$ cat config.mk
export PLATFORM = sky130hd
export DESIGN_NAME = ipd_dispatch
export DESIGN_NICKNAME = d
export VERILOG_FILES = /design/src/rtl/ipd_pkg.sv /design/src/rtl/ipd_level_pick.sv /design/src/rtl/ipd_wb_regs.sv /design/src/rtl/ipd_dispatch.sv
export SDC_FILE = /design/constraint.sdc
export NUM_CORES = 1
export LEC_CHECK = 0
export ABC_CLOCK_PERIOD_IN_PS = 5200
export BUFFER_PORTS_ARGS = -buffer_cell sky130_fd_sc_hd__buf_2
export CAP_MARGIN = 20
export CORE_MARGIN = 2
export CORE_UTILIZATION = 43
export DETAILED_ROUTE_END_ITERATION = 6
export PLACE_DENSITY = 0.85
export SYNTH_ARGS = -nofsm -noshare
export SYNTH_HDL_FRONTEND = slang
export SYNTH_SLANG_ARGS = --single-unit
$ cat constraint.sdc
create_clock -name clk_sys -period 5.2 [get_ports clk_sys]
set_input_delay 1.04 -clock clk_sys [delete_from_list [all_inputs] [get_ports clk_sys]]
set_output_delay 1.04 -clock clk_sys [all_outputs]
set_load 0.02 [all_outputs]
$ cat src/rtl/ipd_pkg.sv
// package: constants, types and register map of the interrupt priority dispatch block
`default_nettype none
package ipd_pkg;
   localparam int NUM_SRC = 7;
   localparam int SRC_W = 3;
   // fixed order position of the first source in the table (conversion done)
   localparam int FIRST_ORDER = 15;
   localparam logic [15:0] VEC_BASE = 16'h007B;
   localparam logic [15:0] VEC_STEP = 16'h0008;
   // source positions inside the 7-bit flag and enable groups
   localparam int SRC_CONV = 0;
   localparam int SRC_SOFT0 = 1;
   localparam int SRC_UNUSED = 5;
   localparam int SRC_XTAL = 6;
   // bit positions in the documented core registers
   localparam int CONV_FLAG_BIT = 5;
   localparam int SOFT_FLAG_LSB = 4;
   localparam int XTAL_FLAG_BIT = 7;
   localparam int ENABLE_LSB = 1;
   // timing figures in system clocks
   localparam int DETECT_CLKS = 1;
   localparam int CALL_CLKS = 4;
   localparam logic [2:0] CALL_CNT = 3'(CALL_CLKS);
   // register word offsets (byte addresses)
   localparam logic [7:0] ADDR_FLAGS = 8'h00;
   localparam logic [7:0] ADDR_ENABLE = 8'h04;
   localparam logic [7:0] ADDR_PRIO = 8'h08;
   localparam logic [7:0] ADDR_STATUS = 8'h0C;
   localparam logic [7:0] ADDR_IRQ_STAT = 8'h10;
   localparam logic [7:0] ADDR_IRQ_MASK = 8'h14;
   localparam logic [6:0] PRIO_RESET = 7'h00;
   localparam logic [6:0] EN_RESET = 7'h00;
   localparam logic [1:0] MASK_RESET = 2'h0;
   localparam int EV_DISPATCH = 0;
   localparam int EV_PREEMPT = 1;
   typedef enum logic [1:0] {IPD_LVL_NONE, IPD_LVL_LOW, IPD_LVL_HIGH} ipd_level_t;
   typedef struct packed {
      logic valid;
      logic high;
      logic [2:0] src;
   } ipd_pick_t;
   typedef struct packed {
      logic fetch;
      logic reti;
      logic stall;
   } ipd_core_t;
endpackage
`default_nettype wire

$ cat src/rtl/ipd_level_pick.sv
// lowest-index picker among the requests of one priority level
`default_nettype none
module ipd_level_pick
   import ipd_pkg::*;
#(
   parameter int N = NUM_SRC
) (
   // requests already qualified for this level
   input wire logic [N-1:0] req,
   input wire logic high,
   // result
   output var ipd_pick_t pick
);
   always_comb begin
      pick = '0;
      pick.high = high;
      // fixed order, lower number wins
      for (int i = N - 1; i >= 0; i--) begin
         if (req[i]) begin
            pick.valid = 1'b1;
            pick.src = 3'(i);
         end
      end
   end
endmodule
`default_nettype wire

$ cat src/rtl/ipd_wb_regs.sv
// wishbone register file: enables, priorities, event status and mask
`default_nettype none
module ipd_wb_regs
   import ipd_pkg::*;
(
   // clock and reset
   input wire logic clk_sys,
   input wire logic reset,
   // wishbone slave
   input wire logic wb_cyc_i,
   input wire logic wb_stb_i,
   input wire logic wb_we_i,
   input wire logic [7:0] wb_adr_i,
   input wire logic [3:0] wb_sel_i,
   input wire logic [31:0] wb_dat_i,
   output logic [31:0] wb_dat_o,
   output logic wb_ack_o,
   // block state
   input wire logic [6:0] flags,
   input wire logic [7:0] coreStatus,
   input wire logic [1:0] events,
   output logic [6:0] enable,
   output logic [6:0] prio,
   output logic irq
);
   logic [6:0] enable_reg, enable_next, prio_reg, prio_next;
   logic [1:0] stat_reg, stat_next, mask_reg, mask_next;
   logic ack_reg, ack_next, irq_reg, irq_next;
   logic [31:0] dat_reg, dat_next;
   logic wr;
   always_comb begin
      // a write lands at the edge where the master samples ack
      wr = wb_cyc_i && wb_stb_i && wb_we_i && ack_reg && wb_sel_i[0];
      enable_next = enable_reg;
      prio_next = prio_reg;
      mask_next = mask_reg;
      stat_next = stat_reg;
      ack_next = wb_cyc_i && wb_stb_i && !ack_reg;
      dat_next = '0;
      if (wr && wb_adr_i == ADDR_ENABLE) begin
         enable_next = wb_dat_i[6:0];
      end
      if (wr && wb_adr_i == ADDR_PRIO) begin
         prio_next = wb_dat_i[6:0];
      end
      if (wr && wb_adr_i == ADDR_IRQ_MASK) begin
         mask_next = wb_dat_i[1:0];
      end
      if (wr && wb_adr_i == ADDR_IRQ_STAT) begin
         stat_next = stat_reg & ~wb_dat_i[1:0];
      end
      // set wins over a write-one clear in the same cycle
      stat_next = stat_next | events;
      case (wb_adr_i)
         ADDR_FLAGS: dat_next = {25'h0000000, flags};
         ADDR_ENABLE: dat_next = {25'h0000000, enable_reg};
         ADDR_PRIO: dat_next = {25'h0000000, prio_reg};
         ADDR_STATUS: dat_next = {24'h000000, coreStatus};
         ADDR_IRQ_STAT: dat_next = {30'h00000000, stat_reg};
         ADDR_IRQ_MASK: dat_next = {30'h00000000, mask_reg};
         default: dat_next = '0;
      endcase
      irq_next = |(stat_next & mask_next);
   end
   always_ff @(posedge clk_sys) begin
      if (reset) begin
         // all sources start at low level
         prio_reg <= PRIO_RESET;
         enable_reg <= EN_RESET;
         mask_reg <= MASK_RESET;
         stat_reg <= 2'h0;
         ack_reg <= 1'b0;
         dat_reg <= '0;
         irq_reg <= 1'b0;
      end else begin
         prio_reg <= prio_next;
         enable_reg <= enable_next;
         mask_reg <= mask_next;
         stat_reg <= stat_next;
         ack_reg <= ack_next;
         dat_reg <= dat_next;
         irq_reg <= irq_next;
      end
   end
   assign wb_ack_o = ack_reg;
   assign wb_dat_o = dat_reg;
   assign enable = enable_reg;
   assign prio = prio_reg;
   assign irq = irq_reg;
endmodule
`default_nettype wire

$ cat src/rtl/ipd_dispatch.sv
// interrupt priority resolution and vector dispatch toward the processor core
// Behaviour
// each source has its own priority bit
// high request preempts running low routine
// nothing dispatches inside a high routine
// priority bits reset to low
// high level wins over low level
// equal level: fixed source order wins
// conversion and software vectors fixed
// crystal vector fixed, slot unused
// flags sampled and decoded every clock
// one detect clock, four call clocks
// one instruction after return before call
// worst case eighteen clocks via return
// no dispatch while flash operation stalls
// equal or lower waits for return
// dispatch needs both flag and enable
//
// Added by the designer: the Wishbone slave port and the register addresses.
`default_nettype none
module ipd_dispatch
   import ipd_pkg::*;
(
   // clock and reset
   input wire logic clk_sys,
   input wire logic reset,
   // pending flag sources
   input wire logic [7:0] converterControl,
   input wire logic [7:0] softIrqFlags,
   input wire logic [7:0] extOscControl,
   // processor core handshake
   input wire ipd_core_t core,
   output logic callReq,
   output logic [15:0] callVector,
   output logic [2:0] callSrc,
   // wishbone slave
   input wire logic wb_cyc_i,
   input wire logic wb_stb_i,
   input wire logic wb_we_i,
   input wire logic [7:0] wb_adr_i,
   input wire logic [3:0] wb_sel_i,
   input wire logic [31:0] wb_dat_i,
   output logic [31:0] wb_dat_o,
   output logic wb_ack_o,
   // interrupt to the system
   output logic irq
);
   typedef enum logic [1:0] {IPD_IDLE, IPD_CALL, IPD_HOLD} ipd_state_t;
   logic [6:0] flags, enable, prio, req, reqHigh, reqLow;
   logic [7:0] coreStatus;
   logic [1:0] events;
   ipd_pick_t pickHigh, pickLow, sel;
   ipd_state_t state_reg, state_next;
   logic [2:0] cnt_reg, cnt_next, src_reg, src_next;
   logic [1:0] depth_reg, depth_next;
   logic inHigh_reg, inHigh_next, inLow_reg, inLow_next;
   logic hold_reg, hold_next;
   logic sample_reg, sample_next;
   ipd_pick_t det_reg, det_next;
   logic callReq_reg, callReq_next;
   logic [15:0] vec_reg, vec_next;
   logic allow;
   localparam int CALL_LAT = DETECT_CLKS + CALL_CLKS;

   // flag gathering from the core registers
   assign flags = {extOscControl[XTAL_FLAG_BIT], 1'b0,
                   softIrqFlags[SOFT_FLAG_LSB +: 4], converterControl[CONV_FLAG_BIT]};
   // only enabled flags request
   assign req = flags & enable & ~(7'(1) << SRC_UNUSED);
   // split requests by the per-source level bit
   assign reqHigh = req & prio;
   assign reqLow = req & ~prio;

   ipd_level_pick #(.N(NUM_SRC)) u_pick_high (
      .req(reqHigh),
      .high(1'b1),
      .pick(pickHigh)
   );
   ipd_level_pick #(.N(NUM_SRC)) u_pick_low (
      .req(reqLow),
      .high(1'b0),
      .pick(pickLow)
   );

   always_comb begin
      // high level first
      sel = pickHigh.valid ? pickHigh : pickLow;
      // admission by running level
      allow = 1'b0;
      if (!inHigh_reg) begin
         allow = inLow_reg ? pickHigh.valid : sel.valid;
      end
      if (inLow_reg && !inHigh_reg) begin
         sel = pickHigh;
      end
   end

   always_comb begin
      state_next = state_reg;
      cnt_next = cnt_reg;
      src_next = src_reg;
      depth_next = depth_reg;
      inHigh_next = inHigh_reg;
      inLow_next = inLow_reg;
      hold_next = hold_reg;
      callReq_next = 1'b0;
      vec_next = vec_reg;
      // decode sampled every clock
      sample_next = 1'b1;
      det_next = '0;
      // after a return one instruction must complete
      if (core.reti) begin
         hold_next = 1'b1;
         if (inHigh_reg) begin
            inHigh_next = 1'b0;
         end else begin
            inLow_next = 1'b0;
         end
      end else if (core.fetch) begin
         // the fetch ends the wait
         hold_next = 1'b0;
      end
      case (state_reg)
         IPD_IDLE: begin
            // no dispatch during a flash stall
            if (allow && !hold_reg && !core.reti && !core.stall && sample_reg) begin
               det_next = sel;
               state_next = IPD_CALL;
               cnt_next = CALL_CNT;
            end
         end
         IPD_CALL: begin
            // four clocks to complete the call
            if (cnt_reg == 3'(DETECT_CLKS)) begin
               callReq_next = 1'b1;
               src_next = det_reg.src;
               // vector from source slot
               vec_next = VEC_BASE + 16'(VEC_STEP * 16'(det_reg.src));
               if (det_reg.high) begin
                  inHigh_next = 1'b1;
               end else begin
                  inLow_next = 1'b1;
               end
               state_next = IPD_IDLE;
            end else begin
               cnt_next = cnt_reg - 3'(1);
            end
            det_next = det_reg;
         end
         default: state_next = IPD_IDLE;
      endcase
      depth_next = {inHigh_next, inLow_next};
   end

   always_ff @(posedge clk_sys) begin
      if (reset) begin
         state_reg <= IPD_IDLE;
         cnt_reg <= 3'h0;
         src_reg <= 3'h0;
         depth_reg <= 2'h0;
         inHigh_reg <= 1'b0;
         inLow_reg <= 1'b0;
         hold_reg <= 1'b0;
         sample_reg <= 1'b0;
         det_reg <= '0;
         callReq_reg <= 1'b0;
         vec_reg <= 16'h0000;
      end else begin
         state_reg <= state_next;
         cnt_reg <= cnt_next;
         src_reg <= src_next;
         depth_reg <= depth_next;
         inHigh_reg <= inHigh_next;
         inLow_reg <= inLow_next;
         hold_reg <= hold_next;
         sample_reg <= sample_next;
         det_reg <= det_next;
         callReq_reg <= callReq_next;
         vec_reg <= vec_next;
      end
   end

   assign events[EV_DISPATCH] = callReq_next;
   assign events[EV_PREEMPT] = callReq_next && det_reg.high && inLow_reg;
   assign coreStatus = {1'b0, hold_reg, depth_reg, 1'b0, src_reg};

   ipd_wb_regs u_regs (
      .clk_sys(clk_sys),
      .reset(reset),
      .wb_cyc_i(wb_cyc_i),
      .wb_stb_i(wb_stb_i),
      .wb_we_i(wb_we_i),
      .wb_adr_i(wb_adr_i),
      .wb_sel_i(wb_sel_i),
      .wb_dat_i(wb_dat_i),
      .wb_dat_o(wb_dat_o),
      .wb_ack_o(wb_ack_o),
      .flags(flags),
      .coreStatus(coreStatus),
      .events(events),
      .enable(enable),
      .prio(prio),
      .irq(irq)
   );

   assign callReq = callReq_reg;
   assign callVector = vec_reg;
   assign callSrc = src_reg;

   // assertions
   // detect plus call clocks
   a_call_latency: assert property (@(posedge clk_sys) disable iff (reset)
      (state_reg == IPD_IDLE && state_next == IPD_CALL)
      |-> ##CALL_LAT callReq_reg)
      else $error("call not issued five clocks after detect");

   // call is one pulse
   a_call_pulse: assert property (@(posedge clk_sys) disable iff (reset)
      callReq_reg
      |=> !callReq_reg)
      else $error("call request longer than one cycle");

   // high routine blocks all
   a_high_blocks: assert property (@(posedge clk_sys) disable iff (reset)
      (inHigh_reg && !core.reti)
      |-> state_next != IPD_CALL || state_reg != IPD_IDLE)
      else $error("dispatch inside high routine");

   // equal level waits
   a_low_waits: assert property (@(posedge clk_sys) disable iff (reset)
      (inLow_reg && !pickHigh.valid && state_reg == IPD_IDLE)
      |=> state_reg != IPD_CALL)
      else $error("equal level request preempted low routine");

   // high preempts low routine
   a_high_preempts: assert property (@(posedge clk_sys) disable iff (reset)
      (state_reg == IPD_IDLE && inLow_reg && !inHigh_reg && pickHigh.valid && !hold_reg && !core.reti && !core.stall)
      |=> state_reg == IPD_CALL)
      else $error("high request did not preempt low routine");

   // high level first
   a_high_first: assert property (@(posedge clk_sys) disable iff (reset)
      (state_reg == IPD_IDLE && state_next == IPD_CALL && pickHigh.valid)
      |=> det_reg.high)
      else $error("low chosen over high");

   // no lower index waiting
   a_same_level: assert property (@(posedge clk_sys) disable iff (reset)
      (state_reg == IPD_IDLE && state_next == IPD_CALL)
      |-> ((sel.high ? reqHigh : reqLow) & ((7'(1) << sel.src) - 7'(1))) == 7'h00)
      else $error("fixed order not kept within a level");

   // level follows its bit
   a_level_bit: assert property (@(posedge clk_sys) disable iff (reset)
      (state_reg == IPD_IDLE && state_next == IPD_CALL)
      |-> sel.high == prio[sel.src])
      else $error("level does not match the priority bit");

   // priorities low after reset
   a_prio_reset: assert property (@(posedge clk_sys)
      (!reset && $past(reset))
      |-> prio == PRIO_RESET)
      else $error("priority bits not low after reset");

   // stall blocks dispatch
   a_stall_holds: assert property (@(posedge clk_sys) disable iff (reset)
      core.stall
      |=> state_reg != IPD_CALL || $past(state_reg) != IPD_IDLE)
      else $error("dispatch during flash stall");

   // no call at return
   a_reti_gap: assert property (@(posedge clk_sys) disable iff (reset)
      core.reti
      |=> state_reg == IPD_IDLE || $past(state_reg) == IPD_CALL)
      else $error("call started right after return");

   // wait for the fetch
   a_hold_return: assert property (@(posedge clk_sys) disable iff (reset)
      hold_reg
      |=> state_reg != IPD_CALL || $past(state_reg) != IPD_IDLE)
      else $error("call started before the instruction after return");

   // flag and enable needed
   a_enabled_only: assert property (@(posedge clk_sys) disable iff (reset)
      (state_reg == IPD_IDLE && state_next == IPD_CALL)
      |-> enable[sel.src] && flags[sel.src])
      else $error("disabled source dispatched");

   // vector from the slot
   a_vector_map: assert property (@(posedge clk_sys) disable iff (reset)
      callReq_reg
      |-> callVector == VEC_BASE + 16'(VEC_STEP * 16'(callSrc)))
      else $error("wrong vector");

   // vector held between calls
   a_vector_hold: assert property (@(posedge clk_sys) disable iff (reset)
      !callReq_next
      |=> $stable(callVector))
      else $error("vector changed without a call");

   // unused slot never called
   a_unused_slot: assert property (@(posedge clk_sys) disable iff (reset)
      callReq_reg
      |-> callSrc != 3'(SRC_UNUSED))
      else $error("unused slot dispatched");
endmodule
`default_nettype wire

# Word-level counts from Yosys, hierarchy flattened
# Cells that the tools add are included.
[totals]
regBits = 87
input_bits = 76
out_inout_bits = 54
elab_cells = 125
[op_classes]
addsub = 2
eq_ne = 10
n_mux = 57
bitwise = 8
reduce_logical = 29
[op_table]
columns = ["op", "count"]
rows = [
  ["$mux 3", 16],
  ["$pmux 7 s6", 1],
  ["$mux 1", 30],
  ["$and 7x7->7", 3],
  ["$eq 8x4->1 const B", 2],
  ["$eq 8x5->1 const B", 2],
  ["$logic_and 1x1->1", 16],
  ["$add 7x6->8 const A", 1],
  ["$eq 8x3->1 const B", 1],
  ["$logic_not 8->1", 1],
  ["$mux 2", 4],
  ["$mux 4", 2],
  ["$pmux 4 s2", 1],
  ["$not 7->7", 1],
  ["$ne 2x2->1 const B", 3],
  ["$pmux 3 s2", 1],
  ["$logic_not 1->1", 5],
  ["$mux 5", 1],
  ["$and 2x2->2", 2],
  ["$pmux 2 s2", 1],
  ["$reduce_and 2->1", 2],
  ["$reduce_bool 2->1", 2],
  ["$eq 3x1->1 const B", 1],
  ["$reduce_and 3->1", 1],
  ["6 further kinds", 6],
]

# Depth between registers and ports, before layout
# Gate-level depths: netlist (run 1).
[logic_depth]
ltp_word = 18
ltp_mapped = 7
mapped_depth_nobuf = 7

# Hierarchy
# A second synthesis (run 1) with hierarchy kept.
[hier_totals]
hier_cells = 316
hier_area_um2 = 2861.5
[modules_own_cells]
columns = ["mod", "instances", "cells_each", "area_per_inst_um2", "seq_area_each_um2"]
rows = [
  ["ipd_wb_regs", 1, 154, 1545.2, 560.5],
  ["ipd_dispatch", 1, 138, 1168.6, 440.4],
  ["ipd_level_pick", 2, 12, 73.8, 0.0],
]

# Worst setup path after synthesis (run 1)
# OpenSTA, ideal clock, no wires.
[synth_path]
kind = "input port to flip-flop"
from = "input wb_adr_i[0]"
to = "register u_regs.prio_reg[2] (netlist: u_regs.prio[2])"
setup_ns = 0.128
arrival_time_ns = 2.250
required_time_ns = 5.072
slack_ns = 2.822
path_stages = 6
n_path_buf = 1
path_cell_list = "nor4_4 -> nand4b_2 -> nor4b_1 -> buf_2 -> mux2i_1 -> nor2_1"
[synth_between]
elab_chain_cells = 2
[synth_rtl]
columns = ["item", "line_no", "rtl"]
rows = [
  ["start, declared", "ipd_dispatch.sv:40", "input wire logic [7:0] wb_adr_i,"],
  ["$eq 8x4->1", "ipd_wb_regs.sv:43", "if (wr && wb_adr_i == ADDR_PRIO) begin"],
  ["$logic_and 1x1->1", "ipd_wb_regs.sv:43", ""],
  ["end signal, assigned", "ipd_wb_regs.sv:76", "prio_reg <= prio_next;"],
  ["end, declared", "ipd_wb_regs.sv:26", "logic [6:0] enable_reg, enable_next, prio_reg, prio_next;"],
]
# No other way between the ends.
# A chain may end at the register's enable or synchronous reset.

# Worst setup path after layout (run 1)
[layout_path]
from = "input wb_adr_i[0]"
to = "register u_regs.prio_reg[4] (netlist: u_regs.prio[4])"
# Same word-level chain as after synthesis.

==> run summary, run 1 <==
outcome - finished clean
Total Routed Length - 5079 µm
Power Total - 658.0 µW
Avg Inst Size Synth - 8.945 µm²
yosys warns - 0
crit-path max FO - 5
Die Y - 80.46 µm
Min-Delay Endpoint - u_regs.wb_ack_o$_SDFF_PP0_
WL/cell - 12.76 µm
first-pass GRT wire length - 8266 µm
nets - 406
M3 GR Usage - 3.933%
antenna violations before repair - 0
Lkg Pwr - 0.001155 µW
Worst EP arrival - 2670 ps
Crit Path Category - in -> reg
CTS tree - done
Top FF cell, synth - dfxtp_1
drt pass-1 iters - 4
Critical R2R Launch - u_regs.wb_ack_o$_SDFF_PP0_
Post-Synthesis Cells - 281
Hold Vio Cnt, Final - 0
hpwl dp - 3878 µm
routability congestion estimate from global placement - 0.8769
grt peak-use layer - met2
fin. max-slew vios - 0
reg2reg setup slack - 3340 ps
Async SR Flop Fraction - 0%
largest net degree at the start of global routing - 44
Die X - 80.46 µm
post-synthesis cell type count - 45
crit end category - register
Clock Root Buffer - clkbuf_8
Fmax - 398.4 MHz
Via density - 5.060
min-delay src - u_regs.wb_ack_o$_SDFF_PP0_
layout cell share with drive strength beyond 1 - 20.55%
worst-margin pin slew - 771.3 ps
RR Endpoint - u_regs.prio[4]$_SDFFE_PP0P_
Die ar. - 6473 µm²
ant diodes - 0
GR Util met2 - 28.17%
hold path depth - 1
Area Growth Syn to Fin - 10.35%
mapped cell area - 2514 µm²
PwrDens - 237.2 nW/µm²
Iteration-0 DRC Markers - 128
skew final - 5.825 ps
Starting Density - 45.10%
GRT met1 Usage - 20.45%
hold_buf cts - 0
Rows - 27
grt ovf - 0
Post-synth EDFFs - 0
Startpoint Class - input pin
GR Util All Layers - 16.60%
max-cap violation count - 0
Tmin final - 2510 ps
core footprint - 5574 µm²
vias in the first global route - 1809
Worst VDD drop - 0.1065 mV
Clk pin slew, worst setup/hold paths - 80 ps
num ports - 130
Clk Latency, worst-skew pair - 300 ps
Hold Path Class - reg -> reg
setup bufs post-CTS - 0
depth of the worst register-to-register path - 6
port bufs - 49
RSZ-0062 raised after global routing - no
Slew headroom - 48.58%
via count - 2014
flops & latches, synth - 49
Critical Path RT - 5360 ps
Seq/Total Area, Yosys - 39.02%
CTS Buffer Depth - 2
antenna-violating nets left - 0
Final period util - 48.27%
CTS resizes - 0
htree depth - 2
total CTS buffers - 5
Num Clock Sinks - 49
Setup Viol. Count Final - 0
DR DRC count - 0
setup TNS - 0 ps
## logic make-up (layout without fill, tap and decap cells)
kind of cell | Yosys count | in the layout | share of synthesized area (%)
mux | 25 | 25 | 12.49
compound gates | 43 | 43 | 11.20
other cells | 1 | 34 | 0.1492
xor+xnor | 1 | 1 | 0.3485
buf+inv | 60 | 72 | 14.29
fa+ha+maj | 4 | 4 | 1.991
flops | 49 | 49 | 39.02
simple gates | 98 | 98 | 20.51
## stage by stage
stage | area, µm² | std cells | hold slack [ps] | setup slack (ps) | utilization [%]
after detailed placement | 2680 | 390 | 433.1 | 2024 | 48.08
after floorplan | 2638 | 314 | 456.1 | 2822 | -
after global placement | 2680 | 390 | 420.7 | 2075 | 48.08
after global routing | 2774 | 398 | 476.4 | 2545 | 49.76
after CTS | 2766 | 397 | 444.3 | 2314 | 49.63
final | 2774 | 398 | 438.6 | 2690 | 49.76
## layout make-up
| cell class | instances | area (µm²) |
|---|---|---|
| fillers | 535 | 2800 |
| flip-flops and latches | 49 | 980.9 |
| multi-input cells | 205 | 1304 |
| well taps | 72 | 90.09 |
| inverters | 14 | 52.55 |
| clock buffers | 7 | 86.33 |
| repair buffers | 51 | 260.3 |
## critical path, stage by stage
cell	delay (ps)
buf_2	110
nor4_4	320
nand4b_2	250
nor4b_2	430
buf_4	250
mux2i_1	200
nor2_1	50
## Yosys cell counts (all sizes together), types with 2 or more instances
cell,instances,share of area [%]
nand2,20,3.0
o22ai,3,0.75
ha,4,2.0
nor4,4,2.2
nand4b,2,0.95
o2111ai,2,0.70
a31oi,2,0.50
and4b,2,0.80
mux2i,19,7.6
nand3b,3,0.90
a211oi,4,1.2
buf,39,11
o21ai,3,0.60
nor2b,4,1.0
nor2,35,5.2
clkbuf,7,1.0
a221oi,4,1.4
inv,14,2.1
nand2b,6,1.5
dfxtp,49,39
nand4,2,0.50
mux4,5,4.5
a21oi,17,3.4
nor3,8,1.6
nand3,7,1.4
## layout by cell type (no fill, tap or decap), types with 3 or more instances in the layout
cell and n:
a211oi_1 4, a21oi_1 17, a221oi_1 4, buf_2 49, clkbuf_8 6, conb_1 34, dfxtp_1 49, ha_1 4
inv_1 14, mux2i_1 19, mux4_2 5, nand2_1 20, nand2b_1 6, nand3_1 7, nand3b_1 3, nor2_1 35
nor2b_1 4, nor3_1 8, o21ai_0 3, o22ai_1 3
## worst max path at each step
stage	start	end	slack, ps
floorplan	wb_adr_i[0]	u_regs.prio[2]$_SDFFE_PP0P_	2820
global placement	wb_adr_i[0]	u_regs.prio[4]$_SDFFE_PP0P_	2070
detailed placement	wb_adr_i[0]	u_regs.prio[5]$_SDFFE_PP0P_	2020
CTS	wb_adr_i[0]	u_regs.prio[5]$_SDFFE_PP0P_	2310
global route	wb_adr_i[0]	u_regs.prio[6]$_SDFFE_PP0P_	2550
finish	wb_adr_i[0]	u_regs.prio[4]$_SDFFE_PP0P_	2690
## report_power, final
part / switching [µW] / total [µW] / internal (µW)
clock: 115 / 221 / 106
combinational: 43.8 / 59.7 / 15.9
sequential: 1.17 / 377 / 376
total: 160 / 658 / 498
## per-layer routing
metal  up-vias  wire (µm)
met4         0         85
met3         9        278
met2        60       2510
li1       1007          -
met1       938       2205
met5         -          0
(Power assumes the default switching activity.)
==> inputs of run 2 (changes only) <==
Settings changed: ABC_AREA set to 1, ABC_CLOCK_PERIOD_IN_PS 5200 to 2300, CORE_UTILIZATION 43 to 41, PLACE_DENSITY 0.85 to 0.84.
Clock period 5.2 ns to 2.3 ns, I/O delays scaled along.
==> run 2 against run 1 <==
Compared with the run above: combinational power increased by 100%; worst setup slack got worse by 1900 ps; die area increased by 4.4%; sequential share of layout area decreased by 0.58 points; largest power group unchanged; non-clock buffer count decreased by 1; synthesized cell count increased by 23%.
==> run summary, run 2 <==
outcome - finished clean
grt ovf - 0
count leader, synth - nand2_1
max-cap violation count - 0
Starting Density - 42.37%
Avg Inst Size Synth - 7.271 µm²
htree depth - 2
post-synthesis cell type count - 33
Yosys top cell area share - 39.10%
Worst VDD drop - 0.2888 mV
Rows - 28
crit-path cells - nand3_1, nor2_1, nand2_2, inv_2, o21ai_0, a21oi_1
sequential share of power - 52.9%
Die X - 82.22 µm
Die Y - 82.22 µm
nets - 476
switching power - 379.2 µW
Clock Root Buffer - clkbuf_8
total CTS buffers - 5
post-route setup slack - 781.8 ps
Setup Viol. Count Final - 0
Critical R2R Launch - u_regs.wb_ack_o$_SDFF_PP0_
mapped cell area - 2509 µm²
Min Hold Slack - 320.0 ps
Top FF cell, synth - dfxtp_1
largest net degree at the start of global routing - 25
core footprint - 5921 µm²
fin. max-slew vios - 0
vias in the first global route - 2044
Critical Path RT - 2540 ps
Lkg Pwr - 0.001260 µW
Via density - 4.841
first-pass GRT wire length - 8735 µm
metal2 WL - 2617 µm
Clk pin slew, worst setup/hold paths - 90 ps
WL/cell - 11.34 µm
flops & latches, synth - 49
Top delay family on crit path - simple AND/OR/NAND/NOR gates
num ports - 130
hold path depth - 2
ant diodes - 0
CTS Buffer Depth - 2
Final period util - 66.01%
synth top area cells - dfxtp_1 (39%), nand2_1 (11%), buf_4 (10%)
Crit path buffers/inverters - 1
Crit Path Category - reg -> reg
CTS resizes - 0
setup bufs post-CTS - 0
slowest CP cell - nor2_1
RR Endpoint - u_regs.enable[0]$_SDFFE_PP0P_
Hold Vio Cnt, Final - 0
hpwl dp - 4238 µm
top sig layer - met4
Crit. path cell count - 6
layout cell share with drive strength beyond 1 - 20.40%
Async SR Flop Fraction - 0%
most frequent cells in the layout - nand2_1 (74), dfxtp_1 (49), buf_2 (49)
port bufs - 49
Met3 Wirelength - 455 µm
crit-path max FO - 8
Fmax - 658.7 MHz
drt pass-1 iters - 5
setup TNS - 0 ps
min-delay src - core[2]
Seq/Total Area, Yosys - 39.10%
Tmin final - 1518 ps
Logic pwr share - 7.5%
most common cell after layout, fill and taps aside - nand2_1
skew final - 3.823 ps
Area Growth Syn to Fin - 12.42%
Iteration-0 DRC Markers - 106
CTS tree - done
Slew headroom - 65.80%
wl on met1 - 2210 µm
CP max stage delay - 410 ps
post-synth top area cell - dfxtp_1
Sw Share - 23.55%
Num Clock Sinks - 49
GR Util All Layers - 16.66%
RSZ-0062 raised after global routing - no
depth of the worst register-to-register path - 6
routability congestion estimate from global placement - 0.8675
Post-synth EDFFs - 0
crit end category - register
Hold Path Class - in -> reg
Startpoint Class - register
antenna violations before repair - 0
power share of the clock group - 39.6%
Worst EP arrival - 1760 ps
pre-CTS setup slack - 512.1 ps
hold_buf cts - 0
PwrDens - 570.9 nW/µm²
DR DRC count - 0
worst-margin pin slew - 511.1 ps
Die ar. - 6760 µm²
via count - 2285
P_int - 1231 µW
antenna-violating nets left - 0
reg2reg setup slack - 780 ps
Total Routed Length - 5354 µm
Clk Latency, worst-skew pair - 300 ps
top cells by count, synth - nand2_1 (74), dfxtp_1 (49), buf_4 (35)
Post-Synthesis Cells - 345
yosys warns - 0
Min-Delay Endpoint - hold_reg$_SDFFE_PP0P_
-- run 2: cell count changes in the layout (fill, tap and decap cells not counted), sizes merged, moves of 4 or more --
cell	previous run	this run
o21ai	3	31
nor2	35	39
nand2	20	79
nand3	7	22
a21oi	17	28
nor2b	4	0
inv	14	30
mux4	5	0
nor3	8	4
mux2i	19	0
nand2b	6	0
nor4	4	0
a221oi	4	0
-- run 2: area by class of cell --
class | instances | area, µm²
clock buffer | 6 | 82.58
inverter | 31 | 121.4
timing repair buffer | 50 | 252.7
multi-input combinational | 259 | 1251
fill | 587 | 3100
sequential | 49 | 980.9
tap | 75 | 93.84
clock inverter | 2 | 37.54
-- run 2: worst max-delay path by stage --
stage                                from                            end  slack (ps)
2_1_floorplan                 wb_adr_i[7]    u_regs.prio[3]$_SDFFE_PP0P_         880
3_3_place_gp                  wb_adr_i[1]    u_regs.prio[3]$_SDFFE_PP0P_         570
3_5_place_dp                  wb_adr_i[7]    u_regs.prio[6]$_SDFFE_PP0P_         510
4_1_cts        u_regs.wb_ack_o$_SDFF_PP0_  u_regs.enable[0]$_SDFFE_PP0P_         760
5_1_grt        u_regs.wb_ack_o$_SDFF_PP0_          u_regs.irq$_SDFF_PP0_         560
6_report       u_regs.wb_ack_o$_SDFF_PP0_  u_regs.enable[0]$_SDFFE_PP0P_         780
-- run 2: worst register-to-register path, cell delays in order (launching register included) --
cell and delay (ps):
dfxtp_1 350, nand3_1 80, nor2_1 410, nand2_2 210, inv_2 190, o21ai_0 100
a21oi_1 120
-- run 2: kinds of logic (layout without fill, tap and decap cells) --
logic type / count (synthesis) / after routing / share of synthesized area, %
and+or+nand+nor: 152 / 152 / 27.38
other: 1 / 34 / 0.1495
adders and majority gates: 4 / 4 / 1.995
AOI/OAI and AO/OA: 69 / 69 / 15.41
DFF: 49 / 49 / 39.10
buffers and inverters: 70 / 89 / 15.96
-- run 2: through the flow --
stage	instance area (µm²)	utilization (%)	power [µW]	instances
final	2820	47.63	1610	472
after CTS	2820	47.63	1622	472
after global placement	2700	45.60	989.2	464
after detailed placement	2700	45.60	991.1	464
after global routing	2820	47.63	1671	472
after floorplan	2633	-	995.5	378
-- run 2: routing by layer --
layer / vias to the layer above / global-route usage (%)
li1: 1161 / -
met1: 1020 / 19.88
met2: 96 / 29.52
met3: 8 / 3.804
met4: 0 / 5.167
met5: - / 0
-- run 2: power by group through the flow --
| stage | registers (µW) | logic [µW] | clock network (µW) |
|---|---|---|---|
| after floorplan | 873 | 123 | 0 |
| after detailed placement | 872 | 119 | 0 |
| final | 852 | 120 | 638 |
| after CTS | 852 | 119 | 650 |
| after global routing | 853 | 135 | 684 |
| after global placement | 872 | 117 | 0 |
